**src/mmsig_pkg.sv**
```systemverilog
`default_nettype none
package mmsig_pkg;

  // Program space
  localparam logic [15:0] PROG_LAST    = 16'h1FFF;
  localparam logic [15:0] RESET_PC     = 16'h0110;
  localparam logic [15:0] NMI_VEC      = 16'h0100;
  localparam logic [15:0] IRQ_VEC_BASE = 16'h0104;
  localparam logic [15:0] IRQ_VEC_LAST = 16'h010E;
  localparam int          PROG_AW      = 13;

  // Data space
  localparam logic [15:0] RAM_LAST   = 16'h13FF;
  localparam logic [15:0] WIDE_FIRST = 16'h0100;
  localparam logic [15:0] WIDE_LAST  = 16'h01FF;
  localparam logic [15:0] DROM_FIRST = 16'h8000;
  localparam logic [15:0] DROM_LAST  = 16'h87FF;

  // Default placement of display and I/O memory
  localparam logic [15:0] DISP_FIRST_DEF = 16'hF000;
  localparam logic [15:0] DISP_LAST_DEF  = 16'hF0FF;
  localparam logic [15:0] IO_FIRST_DEF   = 16'hFF00;
  localparam logic [15:0] IO_LAST_DEF    = 16'hFFFF;

  // Stack pointers and flags
  localparam logic [7:0] SP_RESET   = 8'h00;
  localparam logic [3:0] FLAG_RESET = 4'h0;
  localparam int         FLAG_Z_BIT = 0;
  localparam int         FLAG_C_BIT = 1;
  localparam int         FLAG_I_BIT = 2;
  localparam int         FLAG_E_BIT = 3;
  localparam int         IRQ_COUNT_MAX = 6;

  typedef enum logic [1:0] {
    ST_IDLE     = 2'b00,
    ST_INT_PC   = 2'b01,
    ST_INT_FLAG = 2'b10,
    ST_INT_VEC  = 2'b11
  } mmsig_state_type;

endpackage
`default_nettype wire
```
**src/mmsig_gate.sv**
```systemverilog
`timescale 1ns/10ps
`default_nettype none
module mmsig_gate #(
  parameter int          IRQ_COUNT  = 6,
  parameter logic [15:0] DISP_FIRST = mmsig_pkg::DISP_FIRST_DEF,
  parameter logic [15:0] DISP_LAST  = mmsig_pkg::DISP_LAST_DEF,
  parameter logic [15:0] IO_FIRST   = mmsig_pkg::IO_FIRST_DEF,
  parameter logic [15:0] IO_LAST    = mmsig_pkg::IO_LAST_DEF
) (
  input  wire logic                 ref_clk,        // System clock, 10 MHz
  input  wire logic                 reset,          // Initial reset, sync, high
  input  wire logic                 prog_req,       // Program fetch strobe
  input  wire logic [15:0]          prog_addr,      // Program step address
  output logic                      prog_hit_q,     // Fetch lands in code ROM
  output logic [12:0]               prog_rom_addr_q,// Code ROM step index
  input  wire logic                 op_call,        // Call: push return PC
  input  wire logic [15:0]          call_pc,        // Return PC for the call
  input  wire logic                 op_ret,         // Pop PC from wide stack
  input  wire logic                 op_npush,       // Push nibble
  input  wire logic                 op_npop,        // Pop nibble
  input  wire logic [3:0]           npush_data,     // Nibble to push
  input  wire logic                 data_req,       // Plain 4-bit data access
  input  wire logic                 data_wr,        // Access is a write
  input  wire logic [15:0]          data_addr,      // Data address
  input  wire logic [3:0]           data_wdata,     // Write nibble
  input  wire logic                 wide_stack_pointer_wr,   // Load wide stack pointer
  input  wire logic                 nibble_stack_pointer_wr, // Load nibble stack pointer
  input  wire logic [7:0]           sp_wdata,       // Pointer load value
  input  wire logic                 flag_wr,        // Load flag register
  input  wire logic [3:0]           flag_wdata,     // Flag load value
  output logic                      op_ready,       // Ops and loads accepted
  input  wire logic                 nmi_req,        // NMI request pulse
  input  wire logic [IRQ_COUNT-1:0] irq_req,        // Hardware interrupt levels
  input  wire logic [15:0]          cur_pc,         // PC to save on entry
  output logic                      int_ack_q,      // Entry done, vector loaded
  output logic                      pc_load_q,      // Load PC pulse
  output logic [15:0]               pc_load_addr_q, // PC load value
  output logic                      gate_open,      // Interrupts unmasked
  output logic [7:0]                wide_stack_pointer_q,   // Wide pointer
  output logic [7:0]                nibble_stack_pointer_q, // Nibble pointer
  output logic [3:0]                flags_q,        // Flag register E,I,C,Z
  output logic                      mem_req_q,      // Memory access strobe
  output logic                      mem_wr_q,       // Memory write
  output logic                      mem_wide_q,     // 16-bit access
  output logic [15:0]               mem_addr_q,     // Nibble address
  output logic [15:0]               mem_wdata_q,    // Write data
  output logic                      sel_ram_q,      // RAM selected
  output logic                      sel_drom_q,     // Data ROM selected
  output logic                      sel_disp_q,     // Display memory selected
  output logic                      sel_io_q,       // Peripheral I/O selected
  output logic                      map_err_q       // Illegal access
);

  if (IRQ_COUNT < 1 || IRQ_COUNT > mmsig_pkg::IRQ_COUNT_MAX) begin : g_bad_count
    $error("IRQ_COUNT must lie between 1 and 6");
  end

  mmsig_pkg::mmsig_state_type state_q, state_d;
  logic       wide_set_q, nib_set_q;
  logic       nmi_pend_q, take_nmi_q;
  logic [2:0] irq_idx_q;
  logic [15:0] save_pc_q;

  // Operation acceptance
  wire idle      = (state_q == mmsig_pkg::ST_IDLE);
  wire irq_any   = |irq_req;
  wire take_nmi  = idle & gate_open & nmi_pend_q;
  wire take_irq  = idle & gate_open & ~nmi_pend_q & irq_any
                   & flags_q[mmsig_pkg::FLAG_I_BIT];
  wire take_int  = take_nmi | take_irq;
  assign op_ready = idle & ~take_int;
  wire acc_wide_ld = op_ready & wide_stack_pointer_wr;
  wire acc_nib_ld  = op_ready & nibble_stack_pointer_wr;
  wire acc_call  = op_ready & op_call;
  wire acc_ret   = op_ready & ~op_call & op_ret;
  wire acc_npush = op_ready & ~op_call & ~op_ret & op_npush;
  wire acc_npop  = op_ready & ~op_call & ~op_ret & ~op_npush & op_npop;
  wire acc_data  = op_ready & ~op_call & ~op_ret & ~op_npush & ~op_npop & data_req;
  assign gate_open = wide_set_q & nib_set_q;

  // Pointer arithmetic; 8-bit pointers wrap by themselves
  wire [7:0]  wsp_dec   = 8'(wide_stack_pointer_q - 8'h01);
  wire [7:0]  wsp_inc   = 8'(wide_stack_pointer_q + 8'h01);
  wire [7:0]  nsp_dec   = 8'(nibble_stack_pointer_q - 8'h01);
  wire [7:0]  nsp_inc   = 8'(nibble_stack_pointer_q + 8'h01);
  wire [15:0] wide_push = {6'h00, wsp_dec, 2'h0};
  wire [15:0] wide_top  = {6'h00, wide_stack_pointer_q, 2'h0};
  wire [15:0] nib_push  = {8'h00, nsp_dec};
  wire [15:0] nib_top   = {8'h00, nibble_stack_pointer_q};

  // Lowest numbered pending interrupt wins
  logic [2:0] irq_pick;
  always_comb begin
    irq_pick = 3'h0;
    for (int i = IRQ_COUNT - 1; i >= 0; i--) begin
      if (irq_req[i]) begin
        irq_pick = 3'(i);
      end
    end
  end
  wire [15:0] irq_vec = 16'(mmsig_pkg::IRQ_VEC_BASE + {12'h000, irq_idx_q, 1'b0});

  always_comb begin
    state_d = state_q;
    unique case (state_q)
      mmsig_pkg::ST_IDLE: begin
        if (take_int) begin
          state_d = mmsig_pkg::ST_INT_PC;
        end
      end
      mmsig_pkg::ST_INT_PC:   state_d = mmsig_pkg::ST_INT_FLAG;
      mmsig_pkg::ST_INT_FLAG: state_d = mmsig_pkg::ST_INT_VEC;
      mmsig_pkg::ST_INT_VEC:  state_d = mmsig_pkg::ST_IDLE;
    endcase
  end

  // Memory access mux: stack engine takes the bus before the CPU
  wire st_pc   = (state_q == mmsig_pkg::ST_INT_PC);
  wire st_flag = (state_q == mmsig_pkg::ST_INT_FLAG);
  wire st_vec  = (state_q == mmsig_pkg::ST_INT_VEC);
  wire wide_d  = st_pc | acc_call | acc_ret;
  wire req_d   = wide_d | st_flag | acc_npush | acc_npop | acc_data;
  wire wr_d    = st_pc | st_flag | acc_call | acc_npush | (acc_data & data_wr);
  wire [15:0] addr_d =
      (st_pc | acc_call) ? wide_push :
      acc_ret            ? wide_top  :
      (st_flag | acc_npush) ? nib_push :
      acc_npop           ? nib_top   : data_addr;
  wire [15:0] wdata_d =
      st_pc     ? save_pc_q :
      acc_call  ? call_pc   :
      st_flag   ? {12'h000, flags_q} :
      acc_npush ? {12'h000, npush_data} : {12'h000, data_wdata};

  // Data space decode
  wire in_ram  = (addr_d <= mmsig_pkg::RAM_LAST);
  wire in_wide = (addr_d >= mmsig_pkg::WIDE_FIRST) && (addr_d <= mmsig_pkg::WIDE_LAST);
  wire in_drom = (addr_d >= mmsig_pkg::DROM_FIRST) && (addr_d <= mmsig_pkg::DROM_LAST);
  wire in_disp = (addr_d >= DISP_FIRST) && (addr_d <= DISP_LAST);
  wire in_io   = (addr_d >= IO_FIRST) && (addr_d <= IO_LAST);
  // Flags accesses the hardware cannot honour; a wide stack off the window shows here too
  wire err_d   = req_d & (~(in_ram | in_drom | in_disp | in_io)
                 | (wide_d & ~in_wide) | (in_drom & wr_d));

  always_ff @(posedge ref_clk) begin
    if (reset) begin
      mem_req_q   <= 1'b0;
      mem_wr_q    <= 1'b0;
      mem_wide_q  <= 1'b0;
      mem_addr_q  <= 16'h0000;
      mem_wdata_q <= 16'h0000;
      sel_ram_q   <= 1'b0;
      sel_drom_q  <= 1'b0;
      sel_disp_q  <= 1'b0;
      sel_io_q    <= 1'b0;
      map_err_q   <= 1'b0;
    end else begin
      mem_req_q   <= req_d;
      mem_wr_q    <= wr_d;
      mem_wide_q  <= wide_d;
      mem_addr_q  <= addr_d;
      mem_wdata_q <= wdata_d;
      sel_ram_q   <= req_d & in_ram;
      sel_drom_q  <= req_d & in_drom;
      sel_disp_q  <= req_d & in_disp;
      sel_io_q    <= req_d & in_io;
      map_err_q   <= err_d;
    end
  end

  // Code ROM decode
  always_ff @(posedge ref_clk) begin
    if (reset) begin
      prog_hit_q      <= 1'b0;
      prog_rom_addr_q <= 13'h0000;
    end else begin
      prog_hit_q      <= prog_req & (prog_addr <= mmsig_pkg::PROG_LAST);
      prog_rom_addr_q <= prog_addr[mmsig_pkg::PROG_AW-1:0];
    end
  end

  // Pointers; the loaded value wins over any push or pop in the same cycle
  always_ff @(posedge ref_clk) begin
    if (reset) begin
      wide_stack_pointer_q   <= mmsig_pkg::SP_RESET;
      nibble_stack_pointer_q <= mmsig_pkg::SP_RESET;
    end else begin
      if (acc_wide_ld) begin
        wide_stack_pointer_q <= sp_wdata;
      end else if (st_pc | acc_call) begin
        wide_stack_pointer_q <= wsp_dec;
      end else if (acc_ret) begin
        wide_stack_pointer_q <= wsp_inc;
      end
      if (acc_nib_ld) begin
        nibble_stack_pointer_q <= sp_wdata;
      end else if (st_flag | acc_npush) begin
        nibble_stack_pointer_q <= nsp_dec;
      end else if (acc_npop) begin
        nibble_stack_pointer_q <= nsp_inc;
      end
    end
  end

  // Written indicators
  always_ff @(posedge ref_clk) begin
    if (reset) begin
      wide_set_q <= 1'b0;
      nib_set_q  <= 1'b0;
    end else begin
      wide_set_q <= acc_wide_ld
                    | (wide_set_q & ~(gate_open & acc_nib_ld & ~acc_wide_ld));
      nib_set_q  <= acc_nib_ld
                    | (nib_set_q & ~(gate_open & acc_wide_ld & ~acc_nib_ld));
    end
  end

  // Interrupt entry and PC loading
  always_ff @(posedge ref_clk) begin
    if (reset) begin
      state_q        <= mmsig_pkg::ST_IDLE;
      flags_q        <= mmsig_pkg::FLAG_RESET;
      pc_load_q      <= 1'b1;
      pc_load_addr_q <= mmsig_pkg::RESET_PC;
      int_ack_q      <= 1'b0;
      nmi_pend_q     <= 1'b0;
      take_nmi_q     <= 1'b0;
      irq_idx_q      <= 3'h0;
      save_pc_q      <= 16'h0000;
    end else begin
      state_q    <= state_d;
      // Masked NMI is dropped, not held; a new request beats the take
      nmi_pend_q <= (nmi_req & gate_open) | (nmi_pend_q & ~take_nmi & gate_open);
      if (take_int) begin
        take_nmi_q <= take_nmi;
        irq_idx_q  <= irq_pick;
        save_pc_q  <= cur_pc;
      end
      if (st_flag) begin
        flags_q[mmsig_pkg::FLAG_I_BIT] <= 1'b0;
      end else if (op_ready & flag_wr) begin
        flags_q <= flag_wdata;
      end
      pc_load_q      <= st_vec;
      int_ack_q      <= st_vec;
      pc_load_addr_q <= take_nmi_q ? mmsig_pkg::NMI_VEC : irq_vec;
    end
  end
endmodule
`default_nettype wire

```
**config.mk**
```make
export PLATFORM = sky130hd
export DESIGN_NAME = mmsig_gate
export DESIGN_NICKNAME = d
export VERILOG_FILES = /design/src/mmsig_pkg.sv /design/src/mmsig_gate.sv
export SDC_FILE = /design/constraint.sdc
export NUM_CORES = 1
export LEC_CHECK = 0
export BUFFER_PORTS_ARGS = -buffer_cell sky130_fd_sc_hd__buf_2
export CAP_MARGIN = 20
export CORE_ASPECT_RATIO = 1.1
export CORE_UTILIZATION = 53
export DETAILED_ROUTE_END_ITERATION = 10
export PLACE_DENSITY = 0.95
export SLEW_MARGIN = 10
export SYNTH_ARGS = -nofsm -noshare
export SYNTH_HDL_FRONTEND = slang
export SYNTH_SLANG_ARGS = --single-unit
```
**constraint.sdc**
```tcl
create_clock -name ref_clk -period 7.6 [get_ports ref_clk]
set_input_delay 1.14 -clock ref_clk [delete_from_list [all_inputs] [get_ports ref_clk]]
set_output_delay 1.14 -clock ref_clk [all_outputs]
set_load 0.02 [all_outputs]
```
==> results.py <==
metrics = {
    "final_layout": {
        "num_antenna_cells": 0,
        "nFillCells": 737,
        "num-nets-final": 854,
        "drive_gt1_frac": 0.288,
        "seqCellArea_um2": 2100,
        "multi_input_area_um2": 2600,
        "area_growth_pct": 21.7,
        "layoutNonFillerInstCount": 860,
    },
    "worst_setup_path": {
        "cp_data_required_time_ns": 7.86,
        "critPathLaunchType": "flip-flop",
        "path_cells": "inv_1 -> ha_1 -> nor4b_2 -> a22oi_2 -> inv_1 -> a21oi_1 -> o32ai_2 -> o31ai_1 -> a31oi_1 -> o31a_1",
        "cp_common_cell": "inv_1",
        "endpoint_kind": "flip-flop",
        "r2r-start": "state_q[0]",
        "worstSetupPathType": "flip-flop to flip-flop",
        "critPathSlowestCell": "a21oi_1",
        "critPathTopFamily": "compound AO/OA/AOI/OAI gates",
        "cp-startpoint": "state_q[0]",
        "worst-path-buf-inv": 2,
        "cp_data_arrival_time_ns": 4.03,
        "path_max_fanout": 15,
        "crit_path_max_incr_delay_ns": 0.78,
    },
    "place": {
        "detailed_place_hpwl_um": 10600,
        "dp.cells": 844,
        "gp_congestion": 1.02,
        "io_buffers": 184,
    },
    "grt": {
        "grt.total_usage": 0.284,
        "use_met2": 0.480,
        "top_usage_layer": "met2",
        "grt.overflow.total": 0,
        "met3_usage": 0.0800,
        "grt_pass1_wl_um": 21700,
        "antenna_found_initial": 2,
        "gr-usage-met1": 0.327,
        "grt_pass1_vias": 4523,
        "grt_max_degree": 55,
    },
    "clocking": {
        "ctsHtreeMaxLevel": 3,
        "clock_latency_ns": 0.38,
        "clockBufferDepth": 2,
        "clkTransAtPathRegs_ns": 0.10,
        "cts.repair.resized": 0,
        "cts-root-buf": "clkbuf_8",
        "numCtsBuffers": 9,
        "ctsHoldBuffers": 0,
        "postCtsSetupBuffers": 0,
        "clock_sinks": 105,
        "cts_tree": "yes",
    },
    "drt": {
        "drt_pass1_iterations": 5,
        "drc": 0,
        "dr_total_vias": 4840,
        "drt-total-wl_um": 13900,
        "drt_iter0_drc": 279,
        "postRouteAntennaNets": 0,
        "wl_per_cell_um": 16.2,
        "vias_per_cell": 5.63,
    },
    "logic_synthesis": {
        "yosys_warnings": 0,
        "synth-main-ff-cell": "dfxtp_1",
        "synth_compound_area_frac": 0.165,
        "netlist_top_cells_count": "dfxtp_1, nor2_1, a21oi_1, nand2_1, mux2i_1",
        "synth_top_area_share": 0.422,
        "synth_cell_types": 62,
        "synth_area_um2": 4980,
        "synth_top_family_by_area": "simple AND/OR/NAND/NOR gates",
        "synthArstFlopShare": 0,
        "syn_inst": 582,
        "synth-seq-cells": 105,
        "synthAdderAreaFrac": 0.0251,
        "syn_avg_cell_area_um2": 8.56,
        "synthXorXnorAreaFrac": 0.0299,
        "synth_edf_count": 0,
        "synth-simple-area-share": 0.214,
        "muxShareOfSynthArea": 0.0784,
        "netlist_top_cells_area": "dfxtp_1, mux2i_1, nor2_1, a21oi_1, nand2_1",
        "ys_seq_area_frac": 0.422,
        "synth_top_area_cell": "dfxtp_1",
        "synthMostInstantiatedCell": "dfxtp_1",
    },
    "floorplanning": {
        "core-area_um2": 9010,
        "dieArea_um2": 9790,
        "num_io_pins": 197,
        "start_util": 0.553,
        "die_h_um": 104,
        "fp.dieW_um": 94.4,
        "rows": 36,
    },
    "sta": {
        "max_slew.worst_pin.slew_ns": 1.04,
        "timing.fmax_mhz": 265,
        "maxSlewHeadroom": 0.297,
        "period_share": 0.496,
        "setup_viol": 0,
        "setup_tns_ns": 0,
        "rsz0062_at_grt": "no",
        "skew_ns": 0.0107,
        "period_needed_ns": 3.77,
        "slew_viol_final": 0,
        "hold_viol_final": 0,
    },
    "power_and_ir_drop": {
        "ir_worst_vdd_v": 0.000158,
        "p_leak_nw": 2.89,
        "power_density_nw_per_um2": 297,
    },
    "worst_hold_path": {
        "hp-start": "irq_idx_q[1]",
        "worstHoldPathType": "flip-flop to flip-flop",
    },
    "status": {
        "run_status": "complete, no violations",
    },
    "flow_run": {
        "max-cap-violations": 0,
    },
}
## worst paths after layout
kind / to / slack [ns] / cells past startpoint
min reg2reg: pc_load_addr_q[2] / 0.48 / 1
min: pc_load_addr_q[2] / 0.48 / 1
max reg2reg: map_err_q / 3.83 / 10
max: map_err_q / 3.83 / 10
## worst register-to-register path, delay by kind of cell, from the launching register on
kind            cells  cell delay, ns
buf+inv             2            0.52
compound gates      6            2.31
simple gates        1            0.18
flops               1            0.37
fa+ha+maj           1            0.27
## routing by layer
metal,routed length [µm],part of all wire
met2,6820,0.49
met5,17,0.0012
met4,438,0.031
met1,5410,0.39
met3,1250,0.090
## logic make-up (layout without fill, tap and decap cells)
family,count (synthesis),in the layout
simple gates,214,214
compound gates,126,126
flops,105,105
buf+inv,69,223
mux,39,39
xor+xnor,17,17
fa+ha+maj,10,10
other cells,2,12
## cells in the final DEF (no fill, tap or decap), drive strengths merged, types with 3 or more instances in the layout
cell    count
nor3b       5
a22oi       5
o211ai      4
nor3       20
ha         10
dfxtp     105
o21ai      24
a31oi       7
o21a        5
or3         6
nand3b      3
nor2       77
mux2i      39
xnor2      15
nor4        8
buf       187
nand3       6
nand4       4
conb       12
clkbuf      9
nand2b      6
inv        23
nand2      41
o31ai       3
nor2b      14
a21o        6
and2        9
a21oi      44
a211oi      8
and3        8
## stage by stage
| stage | cell area, µm² | utilization | hold WS, ns | setup slack, ns | power (mW) |
|---|---|---|---|---|---|
| 3_5_place_dp | 5860 | 0.651 | 0.464 | 3.53 | 1.44 |
| 5_1_grt | 6060 | 0.673 | 0.492 | 3.50 | 1.91 |
| 2_1_floorplan | 5020 | - | 0.427 | 4.42 | 1.24 |
| 3_3_place_gp | 5860 | 0.651 | 0.444 | 3.69 | 1.42 |
| 6_report | 6060 | 0.673 | 0.476 | 3.83 | 1.80 |
| 4_1_cts | 6060 | 0.673 | 0.472 | 3.91 | 1.80 |
## state kept, by name (all words and copies together), names as in the netlist, 2 cells and up
| signal | flops |
|---|---|
| mem_addr_q | 16 |
| wide_stack_pointer_q | 8 |
| flags_q | 4 |
| save_pc_q | 16 |
| mem_wdata_q | 16 |
| prog_rom_addr_q | 13 |
| pc_load_addr_q | 4 |
| nibble_stack_pointer_q | 8 |
| irq_idx_q | 3 |
| state_q | 2 |
## power by group
part	leakage (nW)	switching (mW)	internal [mW]
clock network	0.102	0.200	0.156
logic	1.93	0.466	0.273
registers	0.863	0.0715	0.634
total	2.89	0.737	1.06
## area by class of cell
class                      count  share of cell area
sequential                   105               0.347
tap                          114              0.0235
clock buffer                   9              0.0204
multi-input combinational    418               0.429
inverter                      20              0.0124
timing repair buffer         187               0.156
clock inverter                 7              0.0126
No activity file was read; power rests on OpenSTA's default activity.
